File: src/host_pins_pkg.sv
// Shared constants and types for the host select and trigger block
package host_pins_pkg;

	// ==========================================================
	// Register map
	localparam logic [11:0] ADDR_CFG1 = 12'h000;
	localparam logic [11:0] ADDR_MODE = 12'h004;
	localparam logic [11:0] ADDR_STAT = 12'h008;

	// Configuration register 1 fields and reset values
	localparam int unsigned CFG_SSF_BIT       = 8;
	localparam int unsigned CFG_TRIG_EN_BIT   = 7;
	localparam logic        CFG_SSF_RESET     = 1'b1;
	localparam logic        CFG_TRIG_EN_RESET = 1'b0;

	// Status register fields
	localparam int unsigned STAT_SSF_BIT    = 0;
	localparam int unsigned STAT_TRANSP_BIT = 1;
	localparam int unsigned STAT_BUS16_BIT  = 2;
	localparam int unsigned STAT_WAIT_BIT   = 3;
	localparam int unsigned STAT_CNT_LSB    = 8;
	localparam int unsigned CNT_W           = 8;

	// ==========================================================
	// Pin vector layout and idle levels used at reset
	localparam int unsigned PIN_RAM_SEL_N = 0;
	localparam int unsigned PIN_MEM_SEL   = 1;
	localparam int unsigned PIN_SSF_N     = 2;
	localparam int unsigned PIN_TRIG      = 3;
	localparam int unsigned PIN_GRANT_N   = 4;
	localparam int unsigned PIN_STROBE_N  = 5;
	localparam int unsigned PIN_BUS16     = 6;
	localparam int unsigned PIN_STRAP     = 7;
	localparam int unsigned PIN_W         = 8;
	localparam logic [7:0]  PINS_IDLE     = 8'h35;

	// ==========================================================
	// Operating modes and wait-for-trigger states
	typedef enum logic [2:0] {
		MODE_RT   = 3'h0,
		MODE_BC   = 3'h1,
		MODE_EBC  = 3'h2,
		MODE_WMON = 3'h3,
		MODE_MMON = 3'h4
	} mode_t;
	localparam mode_t MODE_RESET = MODE_RT;

	typedef enum logic [1:0] {
		WT_IDLE = 2'b01,
		WT_WAIT = 2'b10
	} wait_state_t;

endpackage

File: src/pin_sync_if.sv
// Synchronised host pin levels passed between the block's modules
`timescale 1ns/100ps
interface pin_sync_if;
	logic ram_sel_n;
	logic mem_sel;
	logic subsystem_flag_in_n_n;
	logic trig_rise;
	logic grant_n;
	logic strobe_n;
	logic bus16;
	logic transparent;

	modport sync_side (
		output ram_sel_n, mem_sel, subsystem_flag_in_n_n, trig_rise,
		output grant_n, strobe_n, bus16, transparent
	);
	modport user_side (
		input ram_sel_n, mem_sel, subsystem_flag_in_n_n, trig_rise,
		input grant_n, strobe_n, bus16, transparent
	);
endinterface

File: src/pin_sync.sv
// Two-stage pin synchroniser with trigger rising edge detect
`timescale 1ns/100ps
module pin_sync
	import host_pins_pkg::*;
(
	// Clock and reset
	input  wire logic             clk_sys,
	input  wire logic             nrst,
	// Raw pins packed by layout
	input  wire logic [PIN_W-1:0] pins,
	// Synchronised levels
	pin_sync_if.sync_side         sy
);

	typedef struct packed {
		logic [PIN_W-1:0] meta;
		logic [PIN_W-1:0] sync;
		logic             trig_last;
		logic             rise;
	} sync_state_t;

	sync_state_t st;
	sync_state_t next_st;

	// ==========================================================
	// Next state: first stage feeds only the second
	always_comb begin
		next_st           = st;
		next_st.meta      = pins;
		next_st.sync      = st.meta;
		next_st.trig_last = st.sync[PIN_TRIG];
		next_st.rise      = st.sync[PIN_TRIG] & ~st.trig_last;
	end

	// State register
	always_ff @(posedge clk_sys) begin
		if (!nrst) begin
			st <= '{meta: PINS_IDLE, sync: PINS_IDLE,
				trig_last: 1'b0, rise: 1'b0};
		end else begin
			st <= next_st;
		end
	end

	// Outputs to the consumers
	assign sy.ram_sel_n   = st.sync[PIN_RAM_SEL_N];
	assign sy.mem_sel     = st.sync[PIN_MEM_SEL];
	assign sy.subsystem_flag_in_n_n    = st.sync[PIN_SSF_N];
	assign sy.grant_n     = st.sync[PIN_GRANT_N];
	assign sy.strobe_n    = st.sync[PIN_STROBE_N];
	assign sy.bus16       = st.sync[PIN_BUS16];
	assign sy.transparent = st.sync[PIN_STRAP];
	assign sy.trig_rise   = st.rise;
endmodule

File: src/host_access_decode.sv
// Host access routing by interface mode, select pins and grant
`timescale 1ns/100ps
module host_access_decode
	import host_pins_pkg::*;
(
	// Clock and reset
	input  wire logic     clk_sys,
	input  wire logic     nrst,
	// Synchronised pins
	pin_sync_if.user_side sy,
	// Routed access
	output logic          shared_ram_cs,
	output logic          byte_msb_first,
	output logic          mem_access,
	output logic          reg_access,
	output logic          bus_accept_n
);

	typedef struct packed {
		logic ram_cs;
		logic msb_first;
		logic mem_acc;
		logic reg_acc;
		logic accept_n;
	} dec_state_t;

	dec_state_t st;
	dec_state_t next_st;
	logic       strobe;
	logic       buf8;
	logic       buf16;

	// Interface mode from the strap and width pin
	assign strobe = ~sy.strobe_n;
	assign buf8   = ~sy.transparent & ~sy.bus16;
	assign buf16  = ~sy.transparent & sy.bus16;

	// ==========================================================
	// Next routing decision
	always_comb begin
		next_st          = st;
		next_st.accept_n = ~(sy.transparent & ~sy.grant_n);
		next_st.ram_cs   = sy.transparent & ~sy.ram_sel_n;
		// Shared pin is byte order only in 8-bit buffered mode
		next_st.msb_first = buf8 ? sy.ram_sel_n : 1'b1;
		next_st.mem_acc  = strobe & sy.mem_sel
			& (sy.transparent ? ~sy.ram_sel_n : 1'b1);
		next_st.reg_acc  = strobe & ~sy.mem_sel;
	end

	// State register
	always_ff @(posedge clk_sys) begin
		if (!nrst) begin
			st <= '{ram_cs: 1'b0, msb_first: 1'b1, mem_acc: 1'b0,
				reg_acc: 1'b0, accept_n: 1'b1};
		end else begin
			st <= next_st;
		end
	end

	assign shared_ram_cs  = st.ram_cs;
	assign byte_msb_first = st.msb_first;
	assign mem_access     = st.mem_acc;
	assign reg_access     = st.reg_acc;
	assign bus_accept_n   = st.accept_n;
endmodule

File: src/host_select_trigger.sv
// Host select pins, subsystem flag and external trigger handling
// Contract
// - 16-bit buffered mode ignores the shared RAM select pin.
// - Transparent mode uses that pin as an active-low RAM select.
// - Memory select high routes to memory, low to registers.
// - In RT mode a low flag pin sets the status word flag bit.
// - The config flag bit reads back as written, whatever the pin.
// - Plain BC mode with trigger enabled starts a frame on a rise.
// - Enhanced BC waiting on a trigger proceeds on the next rise.
// - Word monitor with trigger enabled starts monitoring on a rise.
// - Message monitor mode ignores the trigger input.
// - A static strap picks buffered (low) or transparent (high).
// - In 8-bit buffered mode the shared pin picks the byte order.
// - Transparent mode drives bus accept low to take a granted bus.
`timescale 1ns/100ps
module host_select_trigger
	import host_pins_pkg::*;
(
	// Clock and reset
	input  wire logic        clk_sys,
	input  wire logic        nrst,
	// APB slave
	input  wire logic        psel,
	input  wire logic        penable,
	input  wire logic        pwrite,
	input  wire logic [11:0] paddr,
	input  wire logic [31:0] pwdata,
	output logic      [31:0] prdata,
	output logic             pready,
	output logic             pslverr,
	// Host pins
	input  wire logic        shared_ram_select_n,
	input  wire logic        mem_select,
	input  wire logic        subsystem_flag_in_n,
	input  wire logic        external_trigger_in,
	input  wire logic        bus_grant_n,
	input  wire logic        host_strobe_n,
	input  wire logic        bus_width_16,
	input  wire logic        transparent_strap,
	output logic             bus_accept_n,
	// Access routing
	output logic             shared_ram_cs,
	output logic             byte_msb_first,
	output logic             mem_access,
	output logic             reg_access,
	// Protocol engine side
	input  wire logic        wait_trigger_instruction,
	output logic             bc_start,
	output logic             wtg_proceed,
	output logic             monitor_start,
	output logic             waiting_trigger,
	output logic             rt_status_subsystem_flag_in_n
);

	typedef struct packed {
		logic             cfg_ssf_n;
		logic             cfg_trig_en;
		mode_t            mode;
		wait_state_t      wst;
		logic [CNT_W-1:0] trig_count;
		logic [31:0]      rdata;
		logic             slverr;
		logic             bc_start;
		logic             wtg_proceed;
		logic             mon_start;
		logic             rt_ssf;
	} top_state_t;

	top_state_t       st;
	top_state_t       next_st;
	logic [PIN_W-1:0] pins;
	logic             apb_setup;
	logic             apb_write;
	logic             rise;

	pin_sync_if sy ();

	// ==========================================================
	// Pin synchroniser and access decoder
	assign pins = {transparent_strap, bus_width_16, host_strobe_n,
		bus_grant_n, external_trigger_in, subsystem_flag_in_n,
		mem_select, shared_ram_select_n};

	pin_sync u_sync (
		.clk_sys (clk_sys),
		.nrst    (nrst),
		.pins    (pins),
		.sy      (sy.sync_side)
	);

	host_access_decode u_dec (
		.clk_sys        (clk_sys),
		.nrst           (nrst),
		.sy             (sy.user_side),
		.shared_ram_cs  (shared_ram_cs),
		.byte_msb_first (byte_msb_first),
		.mem_access     (mem_access),
		.reg_access     (reg_access),
		.bus_accept_n   (bus_accept_n)
	);

	// ==========================================================
	// Register access helpers

	// Whether an address is a mapped register
	function automatic logic addr_known(input logic [11:0] a);
		return (a == ADDR_CFG1) || (a == ADDR_MODE)
			|| (a == ADDR_STAT);
	endfunction

	// Read word for an address
	function automatic logic [31:0] read_word(input logic [11:0] a,
		input top_state_t s, input logic transp, input logic b16);
		logic [31:0] w;
		w = 32'h0000_0000;
		case (a)
			ADDR_CFG1: begin
				w[CFG_SSF_BIT]     = s.cfg_ssf_n;
				w[CFG_TRIG_EN_BIT] = s.cfg_trig_en;
			end
			ADDR_MODE: begin
				w[2:0] = s.mode;
			end
			ADDR_STAT: begin
				w[STAT_SSF_BIT]    = s.rt_ssf;
				w[STAT_TRANSP_BIT] = transp;
				w[STAT_BUS16_BIT]  = b16;
				w[STAT_WAIT_BIT]   = (s.wst == WT_WAIT);
				w[STAT_CNT_LSB +: CNT_W] = s.trig_count;
			end
			default: begin
				w = 32'h0000_0000;
			end
		endcase
		return w;
	endfunction

	// APB phase decode; pready is tied high, so every transfer ends
	// in its first access cycle and a write commits at that edge
	assign apb_setup = psel & ~penable;
	assign apb_write = psel & penable & pwrite & addr_known(paddr);
	assign rise      = sy.trig_rise;

	// ==========================================================
	// Next state
	always_comb begin
		next_st             = st;
		next_st.bc_start    = 1'b0;
		next_st.wtg_proceed = 1'b0;
		next_st.mon_start   = 1'b0;

		// Read data and error latched in the setup cycle
		if (apb_setup) begin
			next_st.rdata  = read_word(paddr, st, sy.transparent,
				sy.bus16);
			next_st.slverr = ~addr_known(paddr);
		end

		// Writes take effect at the access edge
		if (apb_write) begin
			case (paddr)
				ADDR_CFG1: begin
					next_st.cfg_ssf_n   = pwdata[CFG_SSF_BIT];
					next_st.cfg_trig_en = pwdata[CFG_TRIG_EN_BIT];
				end
				ADDR_MODE: begin
					case (pwdata[2:0])
						MODE_RT, MODE_BC, MODE_EBC, MODE_WMON,
						MODE_MMON: begin
							next_st.mode = mode_t'(pwdata[2:0]);
						end
						default: begin
							next_st.mode = st.mode;
						end
					endcase
				end
				default: begin
					next_st.mode = st.mode;
				end
			endcase
		end

		// Trigger dispatch by mode; message monitor takes none
		// The rise pulse lasts one cycle, so each start pulse does too
		if (rise && st.mode != MODE_MMON) begin
			next_st.trig_count = st.trig_count + 8'h01;
		end
		next_st.bc_start  = (st.mode == MODE_BC)
			& st.cfg_trig_en & rise;
		next_st.mon_start = (st.mode == MODE_WMON)
			& st.cfg_trig_en & rise;

		// Wait for external trigger instruction
		case (st.wst)
			WT_IDLE: begin
				if (st.mode == MODE_EBC && wait_trigger_instruction) begin
					next_st.wst = WT_WAIT;
				end
			end
			WT_WAIT: begin
				if (st.mode != MODE_EBC) begin
					next_st.wst = WT_IDLE;
				end else if (rise) begin
					next_st.wst         = WT_IDLE;
					next_st.wtg_proceed = 1'b1;
				end
			end
			default: begin
				next_st.wst = WT_IDLE;
			end
		endcase

		// Status word flag from register bit or pin
		next_st.rt_ssf = (st.mode == MODE_RT)
			& (~st.cfg_ssf_n | ~sy.subsystem_flag_in_n_n);
	end

	// State register
	always_ff @(posedge clk_sys) begin
		if (!nrst) begin
			st <= '{cfg_ssf_n: CFG_SSF_RESET,
				cfg_trig_en: CFG_TRIG_EN_RESET,
				mode: MODE_RESET, wst: WT_IDLE,
				trig_count: 8'h00, rdata: 32'h0000_0000,
				slverr: 1'b0, bc_start: 1'b0, wtg_proceed: 1'b0,
				mon_start: 1'b0, rt_ssf: 1'b0};
		end else begin
			st <= next_st;
		end
	end

	// ==========================================================
	// Outputs
	// Error shows only in the access phase, so a stale error from
	// an earlier setup never reaches an idle bus
	assign prdata           = st.rdata;
	assign pready           = 1'b1;
	assign pslverr          = psel & penable & st.slverr;
	assign bc_start         = st.bc_start;
	assign wtg_proceed      = st.wtg_proceed;
	assign monitor_start    = st.mon_start;
	assign waiting_trigger  = (st.wst == WT_WAIT);
	assign rt_status_subsystem_flag_in_n = st.rt_ssf;
endmodule

File: config.mk
export PLATFORM = sky130hd
export DESIGN_NAME = host_select_trigger
export DESIGN_NICKNAME = d
export VERILOG_FILES = /design/src/host_pins_pkg.sv /design/src/pin_sync_if.sv /design/src/pin_sync.sv /design/src/host_access_decode.sv /design/src/host_select_trigger.sv
export SDC_FILE = /design/constraint.sdc
export NUM_CORES = 1
export LEC_CHECK = 0
export BUFFER_PORTS_ARGS = -buffer_cell sky130_fd_sc_hd__buf_2
export CAP_MARGIN = 20
export CORE_MARGIN = 4
export CORE_UTILIZATION = 38
export CTS_CLUSTER_SIZE = 10
export DETAILED_ROUTE_END_ITERATION = 10
export PLACE_DENSITY = 0.7
export SLEW_MARGIN = 5
export SYNTH_ARGS = -nofsm -noshare
export SYNTH_HDL_FRONTEND = slang
export SYNTH_SLANG_ARGS = --single-unit
File: constraint.sdc
create_clock -name clk_sys -period 1.5 [get_ports clk_sys]
set_input_delay 0.075 -clock clk_sys [delete_from_list [all_inputs] [get_ports clk_sys]]
set_output_delay 0.075 -clock clk_sys [all_outputs]
set_load 0.03 [all_outputs]
==> flow_summary.yaml <==
timing:
  totalNegativeSetupSlack_ns: 0
  worst-slew-pin-transition_ns: 0.496
  rsz0062_at_grt: "false"
  fin_ws_ns: 0.141
  timing.fmax_mhz: 736
  setup_viol: 0
  period_share_pct: 90.6
  slew_violations: 0
  hold_viol_final: 0
  period_minus_slack_ns: 1.36
  max_slew_margin_pct: 66.8
  skew_ns: 0.00487
worst_setup_path:
  crit_type: "flop to flop"
  rr_startpoint: "st[47]"
  critical_path.cell_chain: "or3b_2, nand4_1, xor2_1, nor2_1"
  critical_path_arrival_ns: 1.56
  path_delay_family: "simple AND/OR/NAND/NOR gates"
  crit_buf_inv: 0
  cp-startpoint: "st[47]"
  startpoint_type: "flop"
  slowest_stage: "or3b_2"
  cp_data_required_time_ns: 1.70
  critPathMaxStageDelay_ns: 0.56
  crit_fanout: 7
  end_kind: "flop"
synthesis:
  synth_cell_type_count: 38
  synth.area.top_cells: "dfxtp_1, buf_4, and2_1"
  synth_top_cell_by_area: "dfxtp_1"
  synthMuxAreaShare_pct: 0
  netlist.area_leader.share_pct: 49.3
  ys_ff_latch: 56
  synth_area_um2: 2270
  syn_inst: 236
  synth_compound_area_share_pct: 9.47
  synth_area_per_cell_um2: 9.63
  synth_simple_gate_area_share_pct: 25.0
  yosysSeqAreaShare_pct: 49.3
  synth_xor_area_share_pct: 2.31
  yosys_warnings: 0
  synth_top_family_by_area: "simple AND/OR/NAND/NOR gates"
  synth_fa_ha_area_share_pct: 0.550
power_and_ir_drop:
  p_per_area_nw_per_um2: 984
  combPwrFrac_pct: 9.1
  power.switching_uw: 651
  swShare_pct: 24.7
  pwr-share-clk_pct: 32.9
  p_int_uw: 1990
  seqPwrFrac_pct: 57.9
  vdd_drop_max_mv: 0.539
  power_leakage_uw: 0.00120
floorplanning:
  die_x_um: 85.3
  fp.coreArea_um2: 5640
  die_h_um: 85.3
  ios: 102
  start_util_pct: 40.3
  dieArea_um2: 7280
  num_rows: 27
clock_tree:
  cts_num_sinks: 56
  cts_tree: "yes"
  clk_pin_slew_worst_paths_ns: 0.09
  numCtsBuffers: 5
  clk_path_buf_depth: 2
  clk_latency_ns: 0.31
  htreeDepth: 2
  cts-root-buf: "clkbuf_8"
flow_run:
  max_cap_viol_count: 0
global_routing:
  grt_max_degree: 22
  grt_overflow_total: 0
  grt.total_usage_pct: 12.4
  grt_pass1_vias: 1607
  antenna_found_initial: 0
  grt_pass1_wl_mm: 7.21
drt:
  route.detailed.drc: 0
  dr.pass1.iters: 4
  vias: 1677
  postRouteAntennaNets: 0
  drt_iter0_markers: 55
  drt-wirelength-per-cell_um: 11.7
  wirelength_mm: 4.29
  routed_via_density: 4.58
finish:
  top_register: "st"
  layout.cells.non_filler: 366
  largest_reg_flops: 16
  antenna-diode-count: 0
  area_delta_synth_final_pct: 18.0
  nets: 352
  layout-drive-gt1-share_pct: 27.6
min_path:
  min_from: "pwdata[7]"
  hp-class: "primary input to flop"
placement:
  io_buffers: 54
  dp_cells: 350
  place_congestion: 0.825
  dp_slack_ns: -0.166
  dpl.hpwl_mm: 3.32
run_status:
  status: "finished clean"
power groups by stage:
stage / sequential (uW) / combinational (uW) / clock [uW]
2_1_floorplan: 1560 / 193 / 0
3_3_place_gp: 1560 / 224 / 0
3_5_place_dp: 1560 / 227 / 0
4_1_cts: 1530 / 242 / 905
5_1_grt: 1530 / 267 / 977
6_report: 1530 / 241 / 869
worst paths after layout:
check                         to  slack [ns]  cells past startpoint
min                       st[50]        0.03                      3
min reg2reg  u_sync.sy.trig_rise        0.40                      1
max reg2reg               st[43]        0.14                      4
max                       st[43]        0.14                      4
tightest hold or removal path, cell delays in order:
cell and delay (ns):
buf_2 0.09, nand4_1 0.06, o21ai_0 0.07
final cells by class:
type | instances | area, um^2
Clock buffer | 6 | 82.6
Inverter | 4 | 15.0
Sequential cell | 56 | 1120
Tap cell | 72 | 90.1
Timing Repair Buffer | 73 | 433
Fill cell | 552 | 2960
Clock inverter | 2 | 17.5
Multi-Input combinational cell | 153 | 923
layer usage:
layer	wire [um]	vias up	part of all wire, %	track usage [%]
met1	1870	737	44	15.3
met4	59	0	1.4	4.89
met2	1990	68	46	20.2
li1	-	865	-	-
met5	0	-	0	0
met3	369	7	8.6	3.79
cell usage after synthesis (all sizes together):
master,instances
a21oi,10
nand3b,2
a2111oi,1
a22o,7
or3,1
ha,1
nand4,4
nor2b,5
clkbuf,6
nand2,10
nand2b,11
or2,1
or3b,1
o22ai,1
and4,2
inv,4
nand3,12
or4b,1
buf,35
and2,12
nor4b,1
nand4b,1
or4,3
conb,2
o21ai,11
nor2,15
dfxtp,56
xor2,6
a221oi,3
nor3b,1
o211ai,1
and3,5
nor3,1
nor4,3
stage by stage:
| stage | utilization (%) | total power (uW) | instance area (um^2) | hold WS, ns |
|---|---|---|---|---|
| after floorplan | - | 1760 | 2340 | 0.148 |
| after global placement | 44.4 | 1790 | 2500 | 0.260 |
| after detailed placement | 44.4 | 1790 | 2500 | 0.259 |
| after CTS | 47.5 | 2680 | 2680 | 0.0136 |
| after global routing | 47.5 | 2780 | 2680 | 0.0310 |
| final | 47.5 | 2640 | 2680 | 0.0264 |
placed cells by master (no fill, tap or decap), types with 8 or more instances in the layout:
cell / netlist / routed
a21oi_1: 10 / 10
and2_1: 12 / 12
buf_2: 0 / 54
buf_4: 34 / 11
conb_1: 2 / 20
dfxtp_1: 56 / 56
dlygate4sd3_1: 0 / 8
nand2_1: 10 / 10
nand2b_1: 11 / 11
nand3_1: 12 / 12
nor2_1: 15 / 15
o21ai_0: 11 / 8
cells by family after synthesis:
family / count (synthesis)
other: 2
adders and majority gates: 1
AOI/OAI and AO/OA: 34
DFF: 56
and+or+nand+nor: 92
xor gates and xnor gates: 6
buffers and inverters: 45
what timing repair did:
| action | CTS | global route |
|---|---|---|
| gates resized for setup | 0 | 0 |
| buffers inserted | 0 | 0 |
| hold buffers | 8 | 0 |
| endpoints found under the hold margin | 8 | 0 |
Power figures use the tool's default switching activity.
